[config.mk]
export PLATFORM = sky130hd
export DESIGN_NAME = liusi_top
export DESIGN_NICKNAME = d
export VERILOG_FILES = /design/src/rtl/liusi_pkg.sv /design/src/rtl/liusi_evt_if.sv /design/src/rtl/liusi_edge_det.sv /design/src/rtl/liusi_clk_loss.sv /design/src/rtl/liusi_top.sv
export VERILOG_INCLUDE_DIRS = /design/src /design/src/rtl
export SDC_FILE = /design/constraint.sdc
export NUM_CORES = 1
export LEC_CHECK = 0
export BUFFER_PORTS_ARGS = -buffer_cell sky130_fd_sc_hd__buf_2
export CAP_MARGIN = 20
export CELL_PAD_IN_SITES_DETAIL_PLACEMENT = 1
export CELL_PAD_IN_SITES_GLOBAL_PLACEMENT = 2
export CORE_AREA = 4 4 156 158
export CTS_CLUSTER_SIZE = 14
export DETAILED_ROUTE_END_ITERATION = 7
export DIE_AREA = 0 0 160 162
export PLACE_DENSITY_LB_ADDON = 0.1
export RECOVER_POWER = 50
export SLEW_MARGIN = 20
export SYNTH_ARGS = -nofsm -noshare
export SYNTH_HDL_FRONTEND = slang
export SYNTH_SLANG_ARGS = --single-unit
[constraint.sdc]
create_clock -name clk -period 2.9 [get_ports clk]
set_input_delay 0.145 -clock clk [delete_from_list [all_inputs] [get_ports clk]]
set_output_delay 0.145 -clock clk [all_outputs]
set_load 0.01 [all_outputs]
[src/rtl/liusi_defs.svh]
// register offsets, field positions, reset values and timing figures of the
// line status interrupt block; assumes a 200 MHz system clock
`ifndef LIUSI_DEFS_SVH
`define LIUSI_DEFS_SVH

// ============================================================
// register byte offsets (32-bit aligned words)
`define LIUSI_OFS_STATUS     8'h00
`define LIUSI_OFS_INT_STAT   8'h04
`define LIUSI_OFS_INT_MASK   8'h08
`define LIUSI_OFS_EDGE_SEL   8'h0C
`define LIUSI_OFS_CONTROL    8'h10

// ============================================================
// field positions in status, sticky, mask and edge registers
`define LIUSI_BIT_DEACT      5
`define LIUSI_BIT_PATTERN    4
`define LIUSI_BIT_TXLOSS     3
// control register fields
`define LIUSI_BIT_AUTO_LOOP  0
`define LIUSI_BIT_REM_LOOP   1

// ============================================================
// reset values
`define LIUSI_RST_MASK       32'h0000_0038
`define LIUSI_RST_EDGE       32'h0000_0000
`define LIUSI_RST_CONTROL    32'h0000_0000

// ============================================================
// timing: clock rate and qualification times
`define LIUSI_CLK_KHZ        200000
`define LIUSI_QUAL_OFF_MS    40
`define LIUSI_QUAL_ON_MS     5100
`define LIUSI_TXLOSS_MCLKS   70
// error-rate window: qualifying needs fewer than this many errors per window of bits; a set status holds up to this many
`define LIUSI_BER_WIN_BITS   1000
`define LIUSI_BER_ERR_LIMIT  10

`endif

[src/rtl/liusi_pkg.sv]
// types shared by the line status interrupt block
// assumes nothing beyond a SystemVerilog compiler
package liusi_pkg;

	// ============================================================
	// deactivate-code qualifier states
	typedef enum logic [1:0] {
		LIUSI_Q_IDLE = 2'b00,
		LIUSI_Q_QUAL = 2'b01,
		LIUSI_Q_SET  = 2'b10
	} liusi_qual_e;

	// three status bits carried as one vector, msb = deactivate
	typedef logic [2:0] liusi_vec_t;

endpackage

[src/rtl/liusi_evt_if.sv]
// carrier between the status core and its edge-select event detector
// assumes both ends run on the same clock
`timescale 1ns/1ps

interface liusi_evt_if;
	import liusi_pkg::*;
	liusi_vec_t status;   // real-time status bits
	liusi_vec_t edge_sel; // 0: rising only, 1: any change
	liusi_vec_t event_p;  // one-cycle event pulses

	modport core (output status, output edge_sel, input event_p);
	modport det  (input status, input edge_sel, output event_p);
endinterface

[src/rtl/liusi_edge_det.sv]
// edge-select event detector, one slice per status bit
// assumes status bits come from flops on the same clock
`timescale 1ns/1ps

module liusi_edge_det
	import liusi_pkg::*;
(
	input  wire logic clk,
	input  wire logic rst_n,
	liusi_evt_if.det  evt
);

	liusi_vec_t prev_q;
	liusi_vec_t event_q;

	assign evt.event_p = event_q;

	// ============================================================
	// per-bit edge detection
	genvar gi;
	generate
		for (gi = 0; gi < 3; gi++) begin : g_bit
			// rising always counts, falling only when edge select is set
			always_ff @(posedge clk or negedge rst_n) begin
				if (!rst_n) begin
					prev_q[gi]  <= 1'b0;
					event_q[gi] <= 1'b0;
				end else begin
					prev_q[gi]  <= evt.status[gi];
					event_q[gi] <= (evt.status[gi] & ~prev_q[gi])
						| (evt.edge_sel[gi] & ~evt.status[gi] & prev_q[gi]);
				end
			end
		end
	endgenerate

endmodule // liusi_edge_det

[src/rtl/liusi_clk_loss.sv]
// transmit clock loss monitor counted in master clock cycles
// assumes both pins are asynchronous to clk and much slower than it
`timescale 1ns/1ps
`include "liusi_defs.svh"

module liusi_clk_loss #(
	parameter logic [7:0] LOSS_MCLKS = 8'(`LIUSI_TXLOSS_MCLKS)
) (
	input  wire logic clk,
	input  wire logic rst_n,
	input  wire logic tx_line_clock,
	input  wire logic master_clock,
	output logic      loss
);

	logic [2:0] tx_sync_q;
	logic [2:0] mc_sync_q;
	logic [7:0] cnt_q;
	logic       loss_q;

	assign loss = loss_q;

	// ============================================================
	// two-flop synchronisers, third flop only for edge detection
	always_ff @(posedge clk or negedge rst_n) begin
		if (!rst_n) begin
			tx_sync_q <= 3'h0;
			mc_sync_q <= 3'h0;
		end else begin
			tx_sync_q <= {tx_sync_q[1:0], tx_line_clock};
			mc_sync_q <= {mc_sync_q[1:0], master_clock};
		end
	end

	// count master clock rises since the last transmit clock toggle
	always_ff @(posedge clk or negedge rst_n) begin
		if (!rst_n) begin
			cnt_q  <= 8'h00;
			loss_q <= 1'b0;
		end else begin
			if (tx_sync_q[2] != tx_sync_q[1]) begin
				cnt_q  <= 8'h00;
				loss_q <= 1'b0;
			end else if (mc_sync_q[2] == 1'b0 && mc_sync_q[1] == 1'b1) begin
				// saturate so a dead clock cannot wrap back to normal
				if (cnt_q != 8'hFF)
					cnt_q <= cnt_q + 8'h01;
				if (cnt_q >= LOSS_MCLKS)
					loss_q <= 1'b1;
			end
		end
	end

endmodule // liusi_clk_loss

[src/rtl/liusi_top.sv]
// line status interrupt block: loopback deactivate qualifier, pattern sync
// and transmit clock loss status with edge-select interrupts
// assumes an Avalon-MM master on clk and a datapath on the same clock
//
// What this block does
// - deactivate bit 5 set after qualified code
// - bit holds while window errors stay at or under limit, clears above it
// - qualify 40 ms, or 5.1 s with auto switch
// - deactivate rising edge ends remote loopback
// - deactivate interrupt: rise, or any change if selected
// - bit 4 mirrors pattern sync in real time
// - pattern interrupt: rise, or any change if selected
// - bit 3 set after 70 idle master clocks
`timescale 1ns/1ps
`include "liusi_defs.svh"

module liusi_top
	import liusi_pkg::*;
#(
	parameter int unsigned QUAL_OFF_CYC = `LIUSI_QUAL_OFF_MS * `LIUSI_CLK_KHZ,
	parameter int unsigned QUAL_ON_CYC  = `LIUSI_QUAL_ON_MS * `LIUSI_CLK_KHZ,
	parameter int unsigned BER_WIN      = `LIUSI_BER_WIN_BITS,
	parameter int unsigned BER_LIMIT    = `LIUSI_BER_ERR_LIMIT
) (
	input  wire logic        clk,
	input  wire logic        rst_n,
	input  wire logic [7:0]  avs_address,
	input  wire logic        avs_read,
	input  wire logic        avs_write,
	input  wire logic [31:0] avs_writedata,
	output logic      [31:0] avs_readdata,
	output logic             avs_waitrequest,
	input  wire logic        deact_code_detect,
	input  wire logic        deact_bit_valid,
	input  wire logic        deact_bit_error,
	input  wire logic        pattern_sync_in,
	input  wire logic        tx_line_clock,
	input  wire logic        master_clock,
	output logic             irq,
	output logic             remote_loop_active,
	output logic             loopback_deact_status
);

	// ============================================================
	// declarations
	// bus, configuration and status registers first, then qualifier state
	liusi_evt_if evt ();

	logic [31:0] readdata_q;
	logic        wait_q;
	logic [31:0] sticky_q;
	logic [31:0] sticky_d;
	logic [31:0] mask_q;
	logic [31:0] edge_q;
	logic [31:0] ctrl_q;
	logic [31:0] status_w;
	logic        irq_q;
	logic        deact_q;
	logic        deact_prev_q;
	logic        pattern_q;
	logic        txloss_w;
	logic        remloop_q;
	liusi_qual_e qst_q;
	logic [31:0] timer_q;
	logic [31:0] qual_cyc;
	logic [15:0] bit_cnt_q;
	logic [15:0] err_cnt_q;
	logic        win_end;
	logic        err_ok;
	logic        err_exceed;
	logic        req;
	logic        take;
	logic        wr_take;

	// every output port is a flop, never a gate
	assign avs_readdata          = readdata_q;
	assign avs_waitrequest       = wait_q;
	assign irq                   = irq_q;
	assign remote_loop_active    = remloop_q;
	assign loopback_deact_status = deact_q;

	// ============================================================
	// bus handshake
	// every access takes exactly one wait cycle: request seen at edge 1,
	// waitrequest low during the next cycle, taken at edge 2
	// the fixed wait lets read data come from a flop instead of a mux
	// on the port; the cost is one extra cycle per access
	// a master that drops its request early simply never sees the take
	assign req     = avs_read | avs_write;
	assign take    = req & ~wait_q;
	assign wr_take = take & avs_write;

	// waitrequest is high at rest and drops for the single answer cycle
	always_ff @(posedge clk or negedge rst_n) begin
		if (!rst_n)
			wait_q <= 1'b1;
		else
			wait_q <= ~(req & wait_q);
	end

	// read data latched one cycle ahead so it stands when waitrequest drops
	// the word is captured once per access, so a status bit that moves
	// during the wait cycle shows up on the next read instead
	always_ff @(posedge clk or negedge rst_n) begin
		if (!rst_n) begin
			readdata_q <= 32'h0000_0000;
		end else if (avs_read && wait_q) begin
			case (avs_address)
				`LIUSI_OFS_STATUS:   readdata_q <= status_w;
				`LIUSI_OFS_INT_STAT: readdata_q <= sticky_q;
				`LIUSI_OFS_INT_MASK: readdata_q <= mask_q;
				`LIUSI_OFS_EDGE_SEL: readdata_q <= edge_q;
				`LIUSI_OFS_CONTROL:  readdata_q <= {ctrl_q[31:2], remloop_q, ctrl_q[0]};
				default:             readdata_q <= 32'h0000_0000; // unmapped reads zero
			endcase
		end
	end

	// ============================================================
	// software-written configuration
	// only the three status positions exist; other bits stay zero
	// mask resets to ones in all three status positions so nothing interrupts before software is ready
	// writes to the status word or unmapped offsets fall through unused
	// control keeps only the auto switch; the loop enable has its own flop
	always_ff @(posedge clk or negedge rst_n) begin
		if (!rst_n) begin
			mask_q <= `LIUSI_RST_MASK;
			edge_q <= `LIUSI_RST_EDGE;
			ctrl_q <= `LIUSI_RST_CONTROL;
		end else if (wr_take) begin
			case (avs_address)
				`LIUSI_OFS_INT_MASK: mask_q <= avs_writedata & `LIUSI_RST_MASK;
				`LIUSI_OFS_EDGE_SEL: edge_q <= avs_writedata & `LIUSI_RST_MASK;
				`LIUSI_OFS_CONTROL:  ctrl_q <= {31'h0, avs_writedata[`LIUSI_BIT_AUTO_LOOP]};
				default:             ;
			endcase
		end
	end

	// ============================================================
	// remote loopback enable
	// the deactivate rising edge wins over a same-cycle software set,
	// so a far end that is tearing the loop down is never overridden
	// software may set the loop again later; a new rise or a software write of zero clears it
	always_ff @(posedge clk or negedge rst_n) begin
		if (!rst_n) begin
			remloop_q <= 1'b0;
		end else if (deact_q && !deact_prev_q) begin
			remloop_q <= 1'b0;
		end else if (wr_take && avs_address == `LIUSI_OFS_CONTROL) begin
			remloop_q <= avs_writedata[`LIUSI_BIT_REM_LOOP];
		end
	end

	// ============================================================
	// error-rate window over received code bits
	// errors are judged in fixed windows; a window restarts on exit to idle
	// the window closes on the bit after the last one, so the count of a
	// full window stays visible to the qualifier until the next bit comes
	assign win_end    = deact_bit_valid && (bit_cnt_q == 16'(BER_WIN));
	assign err_ok     = err_cnt_q < 16'(BER_LIMIT);
	assign err_exceed = err_cnt_q > 16'(BER_LIMIT);

	always_ff @(posedge clk or negedge rst_n) begin
		if (!rst_n) begin
			bit_cnt_q <= 16'h0000;
			err_cnt_q <= 16'h0000;
		end else if (qst_q == LIUSI_Q_IDLE) begin
			bit_cnt_q <= 16'h0000;
			err_cnt_q <= 16'h0000;
		end else if (win_end) begin
			// the closing bit opens the next window, so no bit goes unjudged
			bit_cnt_q <= 16'h0001;
			err_cnt_q <= {15'h0000, deact_bit_error};
		end else if (deact_bit_valid) begin
			bit_cnt_q <= bit_cnt_q + 16'h0001;
			if (deact_bit_error && err_cnt_q != 16'hFFFF)
				err_cnt_q <= err_cnt_q + 16'h0001;
		end
	end

	// ============================================================
	// deactivate code qualifier
	// qualifying time depends on automatic remote loopback switching
	// the 32-bit timer covers the long setting at the full clock rate
	// a change of the switch during qualification applies the new limit
	// to the running count rather than starting over
	assign qual_cyc = ctrl_q[`LIUSI_BIT_AUTO_LOOP] ? QUAL_ON_CYC : QUAL_OFF_CYC;

	always_ff @(posedge clk or negedge rst_n) begin
		if (!rst_n) begin
			qst_q   <= LIUSI_Q_IDLE;
			timer_q <= 32'h0000_0000;
		end else begin
			case (qst_q)
				LIUSI_Q_IDLE: begin
					// timer held at zero so each attempt starts from a fresh count
					timer_q <= 32'h0000_0000;
					if (deact_code_detect)
						qst_q <= LIUSI_Q_QUAL;
				end
				LIUSI_Q_QUAL: begin
					// strictly longer than t: leave only once timer passes it
					// a gap or too many errors restarts the whole qualification
					if (!deact_code_detect || !err_ok) begin
						qst_q <= LIUSI_Q_IDLE;
					end else if (timer_q > qual_cyc) begin
						qst_q <= LIUSI_Q_SET;
					end else begin
						timer_q <= timer_q + 32'h0000_0001;
					end
				end
				LIUSI_Q_SET: begin
					// a window over the limit or a gap in the code ends the status
					if (!deact_code_detect || err_exceed)
						qst_q <= LIUSI_Q_IDLE;
				end
				default: qst_q <= LIUSI_Q_IDLE;
			endcase
		end
	end

	// status flops; deactivate follows the qualifier state
	// pattern sync comes from logic on this clock, so one flop is enough;
	// the flop keeps every output and event a plain register
	always_ff @(posedge clk or negedge rst_n) begin
		if (!rst_n) begin
			deact_q      <= 1'b0;
			deact_prev_q <= 1'b0;
			pattern_q    <= 1'b0;
		end else begin
			deact_q      <= (qst_q == LIUSI_Q_SET);
			deact_prev_q <= deact_q;
			pattern_q    <= pattern_sync_in;
		end
	end

	// ============================================================
	// transmit clock loss monitor
	// both pins are synchronised inside; the limit is its default count of
	// master clocks, counted only while no transmit edge arrives
	liusi_clk_loss u_clk_loss (
		.clk           (clk),
		.rst_n         (rst_n),
		.tx_line_clock (tx_line_clock),
		.master_clock  (master_clock),
		.loss          (txloss_w)
	);

	// real-time status word
	// unused positions read zero so software may test the word whole
	always_comb begin
		status_w                    = 32'h0000_0000;
		status_w[`LIUSI_BIT_DEACT]   = deact_q;
		status_w[`LIUSI_BIT_PATTERN] = pattern_q;
		status_w[`LIUSI_BIT_TXLOSS]  = txloss_w;
	end

	// ============================================================
	// edge-select event detection
	// order in the carrier is deactivate, pattern, clock loss (msb first)
	// events are counted from the same flops that software reads
	assign evt.status   = {deact_q, pattern_q, txloss_w};
	assign evt.edge_sel = {edge_q[`LIUSI_BIT_DEACT], edge_q[`LIUSI_BIT_PATTERN],
		edge_q[`LIUSI_BIT_TXLOSS]};

	liusi_edge_det u_edge_det (
		.clk   (clk),
		.rst_n (rst_n),
		.evt   (evt.det)
	);

	// ============================================================
	// sticky interrupt status, write one to clear
	// a new event in the clearing cycle is kept: set wins over clear
	// events latch even while masked, so unmasking later shows history
	always_comb begin
		sticky_d = sticky_q;
		if (wr_take && avs_address == `LIUSI_OFS_INT_STAT)
			sticky_d = sticky_q & ~avs_writedata;
		sticky_d[`LIUSI_BIT_DEACT]   = sticky_d[`LIUSI_BIT_DEACT] | evt.event_p[2];
		sticky_d[`LIUSI_BIT_PATTERN] = sticky_d[`LIUSI_BIT_PATTERN] | evt.event_p[1];
		sticky_d[`LIUSI_BIT_TXLOSS]  = sticky_d[`LIUSI_BIT_TXLOSS] | evt.event_p[0];
	end

	// sticky register; its next value is built above
	always_ff @(posedge clk or negedge rst_n) begin
		if (!rst_n)
			sticky_q <= 32'h0000_0000;
		else
			sticky_q <= sticky_d;
	end

	// mask bit at zero lets the sticky bit reach the interrupt line
	// a register here keeps the pin glitch free at the cost of one cycle
	always_ff @(posedge clk or negedge rst_n) begin
		if (!rst_n)
			irq_q <= 1'b0;
		else
			irq_q <= |(sticky_q & ~mask_q);
	end

endmodule // liusi_top

==> metrics.cfg, run 1 <==
[status]
status = finished, violations left
violations = capacitance limit, slew limit

[placement]
hpwl_um = 14900
place_area_um2 = 8710
gp_congestion = 0.798
port_buffers = 85
numPlacedInstances = 1160

[yosys]
synth_top_area_share_pct = 51.5
synth_cells = 782
syn_nets = 853
synth_warnings = 0
synthTopCellsByArea = dfrtp_1 (51%), nand2_1 (6.0%), o21ai_0 (4.9%), ha_1 (3.4%), a21boi_0 (3.0%)
ys_types = 56
yosysSeqAreaShare_pct = 52.8
syn_area_per_cell_um2 = 9.88
synthArstFlopShare_pct = 100
ys_ff_latch = 163
synth_edf_count = 0
synth_ff_type = dfrtp_1
synth_area_um2 = 7730
yosysTopAreaCell = dfrtp_1

[detailed_routing]
vias_per_cell = 5.18
antenna_left = 0
finalWirelength_um = 21500
drcViolationCount = 0
drt-initial-drc-count = 277
dr_total_vias = 6388
first_pass_iters = 6
wl_per_cell_um = 17.4

[power]
p_int_mw = 3.79
p_leak_nw = 4.23
p_comb_share_pct = 7.9
power_frac_seq_pct = 46.0
switching_power_mw = 1.29
power.share.switching_pct = 25.3
powerDensity_nw_per_um2 = 525
peakVddDrop_mv = 0.319
clockPowerShare_pct = 46.1
power_mw = 5.08

[final_layout]
final-seq-area_um2 = 4080
final_cell_mix = dfrtp_1 (159), nand2_1 (122), o21ai_0 (75)
drive_gt1_share_pct = 15.0
n_antenna_cell = 0
instances_no_fill = 1233
nNetsFinal = 1001
final_area_um2 = 9680
fillers = 2631
multi_input_area_um2 = 3470
area_growth_pct = 25.3
layout_commonest_cell = dfrtp_1

[timing]
hold_viol_final = 0
skew_ns = 0.00891
slew_headroom_pct = -39.1
finalMaxSlewViolations = 76
setup_viol = 0
rsz0062_at_grt = no
final.min_clock_period_ns = 2.79
fin_crit_sh_pct = 96.2
setup_tns_ns = 0
fmax_ghz = 0.358
tightest_slew_ns = 2.09

[floorplanning]
die_h_um = 162
rows = 56
die_w_um = 160
pin_count = 86
core-area_um2 = 23100
initial_core_util_pct = 33.4
die_area_um2 = 25900

[global_routing]
antenna_found_initial = 0
grt_max_degree = 78
grt-ovfl-total = 0
grt_pass1_vias = 6791
gr-usage-all-layers_pct = 17.1
grt_pass1_wl_um = 36100

[worst_setup_path]
cp_data_arrival_time_ns = 3.13
critPathMaxStageDelay_ns = 0.60
crit_path_top_delay_cell = or4b_4
worst-path-buf-inv = 2
path_cells = inv_4 > buf_4 > ha_1 > nand2_1 > nor2_1 > o31a_1 > or4b_4 > and2_4 > or3_1 > mux2i_1
crit_cells = 10
r2r_start = ctrl_q[0]
crit_path_start_kind = flip-flop
endpoint_kind = flip-flop
crit_required_ns = 3.24
cp_top_family = simple AND/OR/NAND/NOR gates
r2r_end = timer_q[16]
crit_path_max_fanout = 8
reg2reg_slack_ns = 0.11
reg2reg_depth = 10
crit_type = flip-flop to flip-flop

[clock_network]
cts_htree_levels = 4
clkSinkCount = 163
clock-root-buffer = clkbuf_16
path_clk_slew_ns = 0.07
numCtsBuffers = 17
clk_latency_ns = 0.42
cts_tree = done
cts_max_path_buffers = 2

[flow_run]
maxCapViolations = 1

[worst_hold_path]
min_to = err_cnt_q[0]
hold_path_depth = 3
hold_class = input port to flip-flop
worstHoldStart = deact_bit_error

## kinds of logic (layout without fill, tap and decap cells)
family,Yosys count,count (layout),synth area share [%]
AO/OA/AOI/OAI,183,183,14.6
XOR/XNOR,31,31,3.51
adder cells (fa/ha/maj),21,21,3.40
buffers and inverters,48,209,2.59
flip-flops,163,163,52.8
multiplexers,17,17,2.80
AND/OR/NAND/NOR,319,319,20.2
## tightest hold or removal path, cell delays in order
cell and delay, ns:
buf_2 0.11, nor2_1 0.15, a211oi_1 0.08
## cell usage after synthesis (2+ instances only)
| cell | n |
|---|---|
| buf_6 | 2 |
| nor2_1 | 50 |
| and3_1 | 13 |
| a22o_1 | 6 |
| nand2_1 | 123 |
| nor2b_1 | 6 |
| nand3b_1 | 3 |
| mux4_2 | 3 |
| and4_1 | 7 |
| o21bai_1 | 2 |
| o211ai_1 | 2 |
| dfstp_2 | 4 |
| dfrtp_1 | 159 |
| nand4_1 | 17 |
| or3_1 | 10 |
| or2_2 | 3 |
| inv_1 | 19 |
| xnor2_1 | 8 |
| nor4_1 | 13 |
| nor4b_1 | 3 |
| and2_1 | 6 |
| ha_1 | 21 |
| a21o_1 | 5 |
| a21boi_0 | 31 |
| a31oi_1 | 2 |
| o31ai_1 | 2 |
| nor3_1 | 19 |
| mux2_2 | 7 |
| mux2i_1 | 7 |
| a211oi_1 | 14 |
| a22oi_1 | 2 |
| o22ai_1 | 3 |
| o31a_1 | 2 |
| a21oi_1 | 25 |
| o21ai_0 | 76 |
| nand3_1 | 33 |
| buf_2 | 4 |
| clkbuf_1 | 22 |
| o21a_1 | 5 |
| or4_1 | 5 |
| xor2_1 | 23 |
## per-stage QoR
step | worst slack (ns) | util (%) | hold slack, ns
after global routing | 0.0125 | 41.9 | 0.102
after global placement | 0.149 | 37.7 | 0.241
after detailed placement | 0.0994 | 37.7 | 0.248
final | 0.109 | 41.9 | 0.107
after CTS | 0.0706 | 42.0 | 0.0905
after floorplan | 0.0168 | - | -0.151
## layer usage
metal / track usage (%) / share of wire [%] / routed length, µm / vias to the layer above
met5: 0 / 0 / 0 / -
met2: 27.6 / 46 / 9930 / 85
li1: - / - / - / 3086
met4: 3.99 / 0.86 / 184 / 0
met3: 3.32 / 2.7 / 589 / 11
met1: 24.0 / 50 / 10800 / 3206
## final cells by class
type	instances	area share (%)
well taps	290	3.75
multi-input cells	571	35.9
flip-flops and latches	163	42.2
repair buffers	158	11.2
clock buffers	18	4.54
inverters	19	0.763
clock inverters	14	1.73
## repair_timing
item                                    4_1_cts  5_1_grt
hold buffers                                 40        0
setup buffers                                 0        1
hold endpoints to repair                    117        0
endpoints found under the setup margin        0       24
resized for setup                             0        1
## state kept, by name, indices dropped and copies added, names as in the netlist
signal and count:
ctrl_q 1, sticky_q 32, mask_q 3, u_clk_loss.mc_sync_q 3, remote_loop_active 1, u_clk_loss.loss 1
pattern_q 1, err_cnt_q 16, edge_q 3, u_edge_det.evt.event_p 3, bit_cnt_q 16, u_clk_loss.tx_sync_q 3
qst_q 2, irq 1, timer_q 32, loopback_deact_status 1, u_clk_loss.cnt_q 8, avs_readdata 32
avs_waitrequest 1, u_edge_det.prev_q 3
## how the worst max path moves through the flow
stage	startpoint	end	slack (ns)
2_1_floorplan	ctrl_q[0]	timer_q[15]	0.02
3_3_place_gp	ctrl_q[0]	timer_q[15]	0.15
3_5_place_dp	ctrl_q[0]	timer_q[14]	0.1
4_1_cts	ctrl_q[0]	timer_q[16]	0.07
5_1_grt	ctrl_q[0]	timer_q[15]	0.01
6_report	ctrl_q[0]	timer_q[16]	0.11
## power groups by stage
stage	registers, mW	logic [mW]	clock network (mW)
2_1_floorplan	2.37	0.177	0
5_1_grt	2.34	0.453	2.52
6_report	2.34	0.401	2.34
3_3_place_gp	2.38	0.350	0
3_5_place_dp	2.38	0.362	0
4_1_cts	2.34	0.410	2.42
Power figures use the tool's default switching activity.
==> run 2: changes to the inputs <==
ABC_AREA = 1   (was unset)
CORE_AREA = 4 4 169 171   (was 4 4 156 158)
DIE_AREA = 0 0 173 175   (was 0 0 160 162)
==> metrics.cfg, run 2 <==
[worst_setup_path]
cp_data_arrival_time_ns = 2.81  ; was 3.13 ns
critPathMaxStageDelay_ns = 0.43  ; was 0.60 ns
reg2reg_depth = 12  ; was 10
endpoint_kind = flip-flop  ; unchanged
crit_path_frequent_cell = nand2_1
path_cells = inv_1 > ha_1 > nand2_1 > nor2_1 > nand2_1 > nor2_2 > nand2_1 > nand3_2 > nand2_4 > nand2_8 > nand2_4 > o21ai_0  ; was inv_4 > buf_4 > ha_1 > nand2_1 > nor2_1 > o31a_1 > or4b_4 > and2_4 > or3_1 > mux2i_1
worst-path-buf-inv = 1  ; was 2
r2r_end = timer_q[29]  ; was timer_q[16]
crit_type = flip-flop to flip-flop  ; unchanged
r2r_start = ctrl_q[0]  ; unchanged
crit_path_top_delay_cell = dfrtp_1  ; was or4b_4
reg2reg_slack_ns = 0.43  ; was 0.11 ns
cp_top_family = simple AND/OR/NAND/NOR gates  ; unchanged
crit_path_start_kind = flip-flop  ; unchanged
crit_required_ns = 3.24  ; about the same
crit_path_max_fanout = 25  ; was 8

[yosys]
yosysTopAreaCell = dfrtp_1  ; unchanged
synthTopCellsByArea = dfrtp_1 (46%), nand2_1 (11%), inv_1 (6.3%), nor2_1 (4.5%), nand3_1 (4.3%)  ; was dfrtp_1 (51%), nand2_1 (6.0%), o21ai_0 (4.9%), ha_1 (3.4%), a21boi_0 (3.0%)
synth_edf_count = 0  ; unchanged
synth_warnings = 0  ; unchanged
yosysSeqAreaShare_pct = 47.7  ; was 52.8%
synth_ff_type = dfrtp_1  ; unchanged
synth_top_area_share_pct = 46.5  ; was 51.5%
yosysMostFrequentCell = nand2_1  ; was dfrtp_1
synth_commonest_cells = nand2_1 (259), dfrtp_1 (159), inv_1 (144), nor2_1 (103), nand3_1 (74)  ; was dfrtp_1 (159), nand2_1 (123), o21ai_0 (76), nor2_1 (50), nand3_1 (33)
ys_ff_latch = 163  ; unchanged
synth_cells = 1079  ; was 782
syn_area_per_cell_um2 = 7.94  ; was 9.88 µm²
synth_area_um2 = 8560  ; was 7730 µm²
syn_nets = 1150  ; was 853
ys_types = 42  ; was 56
synthArstFlopShare_pct = 100  ; unchanged

[detailed_routing]
finalWirelength_um = 26600  ; was 21500 µm
vias_per_cell = 4.88  ; was 5.18
drcViolationCount = 0  ; unchanged
antenna_left = 0  ; unchanged
wl_per_cell_um = 17.1  ; was 17.4 µm
dr_total_vias = 7617  ; was 6388
first_pass_iters = 5  ; was 6
drt-initial-drc-count = 439  ; was 277

[floorplanning]
pin_count = 86  ; unchanged
die_area_um2 = 30300  ; was 25900 µm²
rows = 60  ; was 56
die_h_um = 175  ; was 162 µm
die_w_um = 173  ; was 160 µm
initial_core_util_pct = 31.9  ; was 33.4%
core-area_um2 = 26900  ; was 23100 µm²

[timing]
final.min_clock_period_ns = 2.47  ; was 2.79 ns
fmax_ghz = 0.405  ; was 0.358 GHz
setup_viol = 0  ; unchanged
setup_ws_ns = 0.433  ; was 0.109 ns
hold_ws_ns = 0.00613  ; was 0.107 ns
fin_crit_sh_pct = 85.1  ; was 96.2%
tightest_slew_ns = 1.89  ; was 2.09 ns
finalMaxSlewViolations = 74  ; was 76
rsz0062_at_grt = no  ; unchanged
hold_viol_final = 0  ; unchanged
slew_headroom_pct = -25.7  ; was -39.1%
skew_ns = 0.0168  ; was 0.00891 ns
setup_tns_ns = 0  ; unchanged

[clock_network]
clk_latency_ns = 0.44  ; was 0.42 ns
path_clk_slew_ns = 0.09  ; was 0.07 ns
cts_htree_levels = 4  ; unchanged
clock-root-buffer = clkbuf_16  ; unchanged
numCtsBuffers = 17  ; unchanged
cts_tree = done  ; unchanged
cts_max_path_buffers = 2  ; unchanged
post_cts_buffers = 0  ; unchanged
clkSinkCount = 163  ; unchanged

[placement]
place_area_um2 = 9390  ; was 8710 µm²
place_ws_ns = 0.449  ; was 0.0994 ns
port_buffers = 85  ; unchanged
gp_congestion = 0.798  ; about the same
hpwl_um = 19100  ; was 14900 µm

[worst_hold_path]
worstHoldStart = avs_writedata[3]  ; was deact_bit_error
hold_class = input port to flip-flop  ; unchanged
hold_path_depth = 3  ; unchanged
min_to = mask_q[3]  ; was err_cnt_q[0]

[final_layout]
final_area_um2 = 10300  ; was 9680 µm²
fillers = 3258  ; was 2631
final_cell_mix = nand2_1 (258), dfrtp_1 (159), inv_1 (144)  ; was dfrtp_1 (159), nand2_1 (122), o21ai_0 (75)
area_growth_pct = 20.7  ; was 25.3%
nNetsFinal = 1277  ; was 1001
layout_commonest_cell = nand2_1  ; was dfrtp_1
n_antenna_cell = 0  ; unchanged
drive_gt1_share_pct = 10.0  ; was 15.0%

[flow_run]
maxCapViolations = 1  ; unchanged

[status]
status = finished, violations left  ; unchanged
violations = capacitance limit, slew limit  ; unchanged

[power]
peakVddDrop_mv = 0.345  ; was 0.319 mV
p_leak_nw = 4.85  ; was 4.23 nW
powerDensity_nw_per_um2 = 581  ; was 525 nW/µm²

[global_routing]
grt_pass1_wl_um = 44600  ; was 36100 µm
grt-ovfl-total = 0  ; unchanged
grt_pass1_vias = 8128  ; was 6791
gr-usage-all-layers_pct = 18.1  ; was 17.1%
grt_max_degree = 75  ; was 78
antenna_found_initial = 1  ; was 0

run 2: kinds of logic after synthesis:
family                   Yosys count  share of synthesized area [%]
adder cells (fa/ha/maj)           21                           3.07
XOR/XNOR                          32                           3.27
AND/OR/NAND/NOR                  526                           26.9
flip-flops                       163                           47.7
buffers and inverters            173                           8.01
AO/OA/AOI/OAI                    164                           11.0
run 2: layer usage:
metal,track usage [%],routed length (µm),up-vias,part of all wire (%)
met5,0,7,-,0.026
met4,3.43,222,2,0.83
met3,3.44,809,15,3.0
met2,29.5,12100,107,45
met1,25.3,13500,3696,51
li1,-,-,3797,-
run 2: worst max-delay path by stage:
stage	from	end	slack, ns	cells after the start
after floorplan	ctrl_q[0]	timer_q[28]	0.94	13
after global placement	ctrl_q[0]	timer_q[24]	0.52	13
after detailed placement	ctrl_q[0]	timer_q[29]	0.45	12
after CTS	ctrl_q[0]	timer_q[29]	0.40	12
after global routing	rst_n	bit_cnt_q[13]	0.22	3
final	ctrl_q[0]	timer_q[29]	0.43	12
run 2: repair_timing:
item | CTS | global route
hold buffers | 36 | 0
hold endpoints to repair | 105 | 0
endpoints found under the setup margin | 0 | 0
gates resized for setup | 0 | 0
run 2: report_power, final:
part	internal, mW	switching [mW]	total [mW]
logic	0.264	0.774	1.04
registers	2.38	0.102	2.49
clock network	1.27	1.21	2.48
total	3.92	2.08	6.00
run 2: worst min-delay path, stage by stage:
cell and delay, ns:
buf_2 0.10, inv_1 0.09, o21ai_0 0.09
run 2: layout make-up:
type / instances / area, µm² / area share [%]
clock buffers: 17 / 425 / 4.12
clock inverters: 15 / 210 / 2.03
inverters: 150 / 563 / 5.45
multi-input cells: 743 / 3800 / 36.8
flip-flops and latches: 163 / 4080 / 39.5
well taps: 341 / 427 / 4.13
repair buffers: 131 / 826 / 7.99
run 2: metrics by stage:
step | util [%] | power (mW) | cells
after CTS | 38.6 | 6.11 | 1560
after floorplan | - | 3.17 | 1079
final | 38.4 | 6.00 | 1560
after detailed placement | 34.9 | 3.56 | 1492
after global placement | 34.9 | 3.55 | 1492
after global routing | 38.4 | 6.33 | 1560
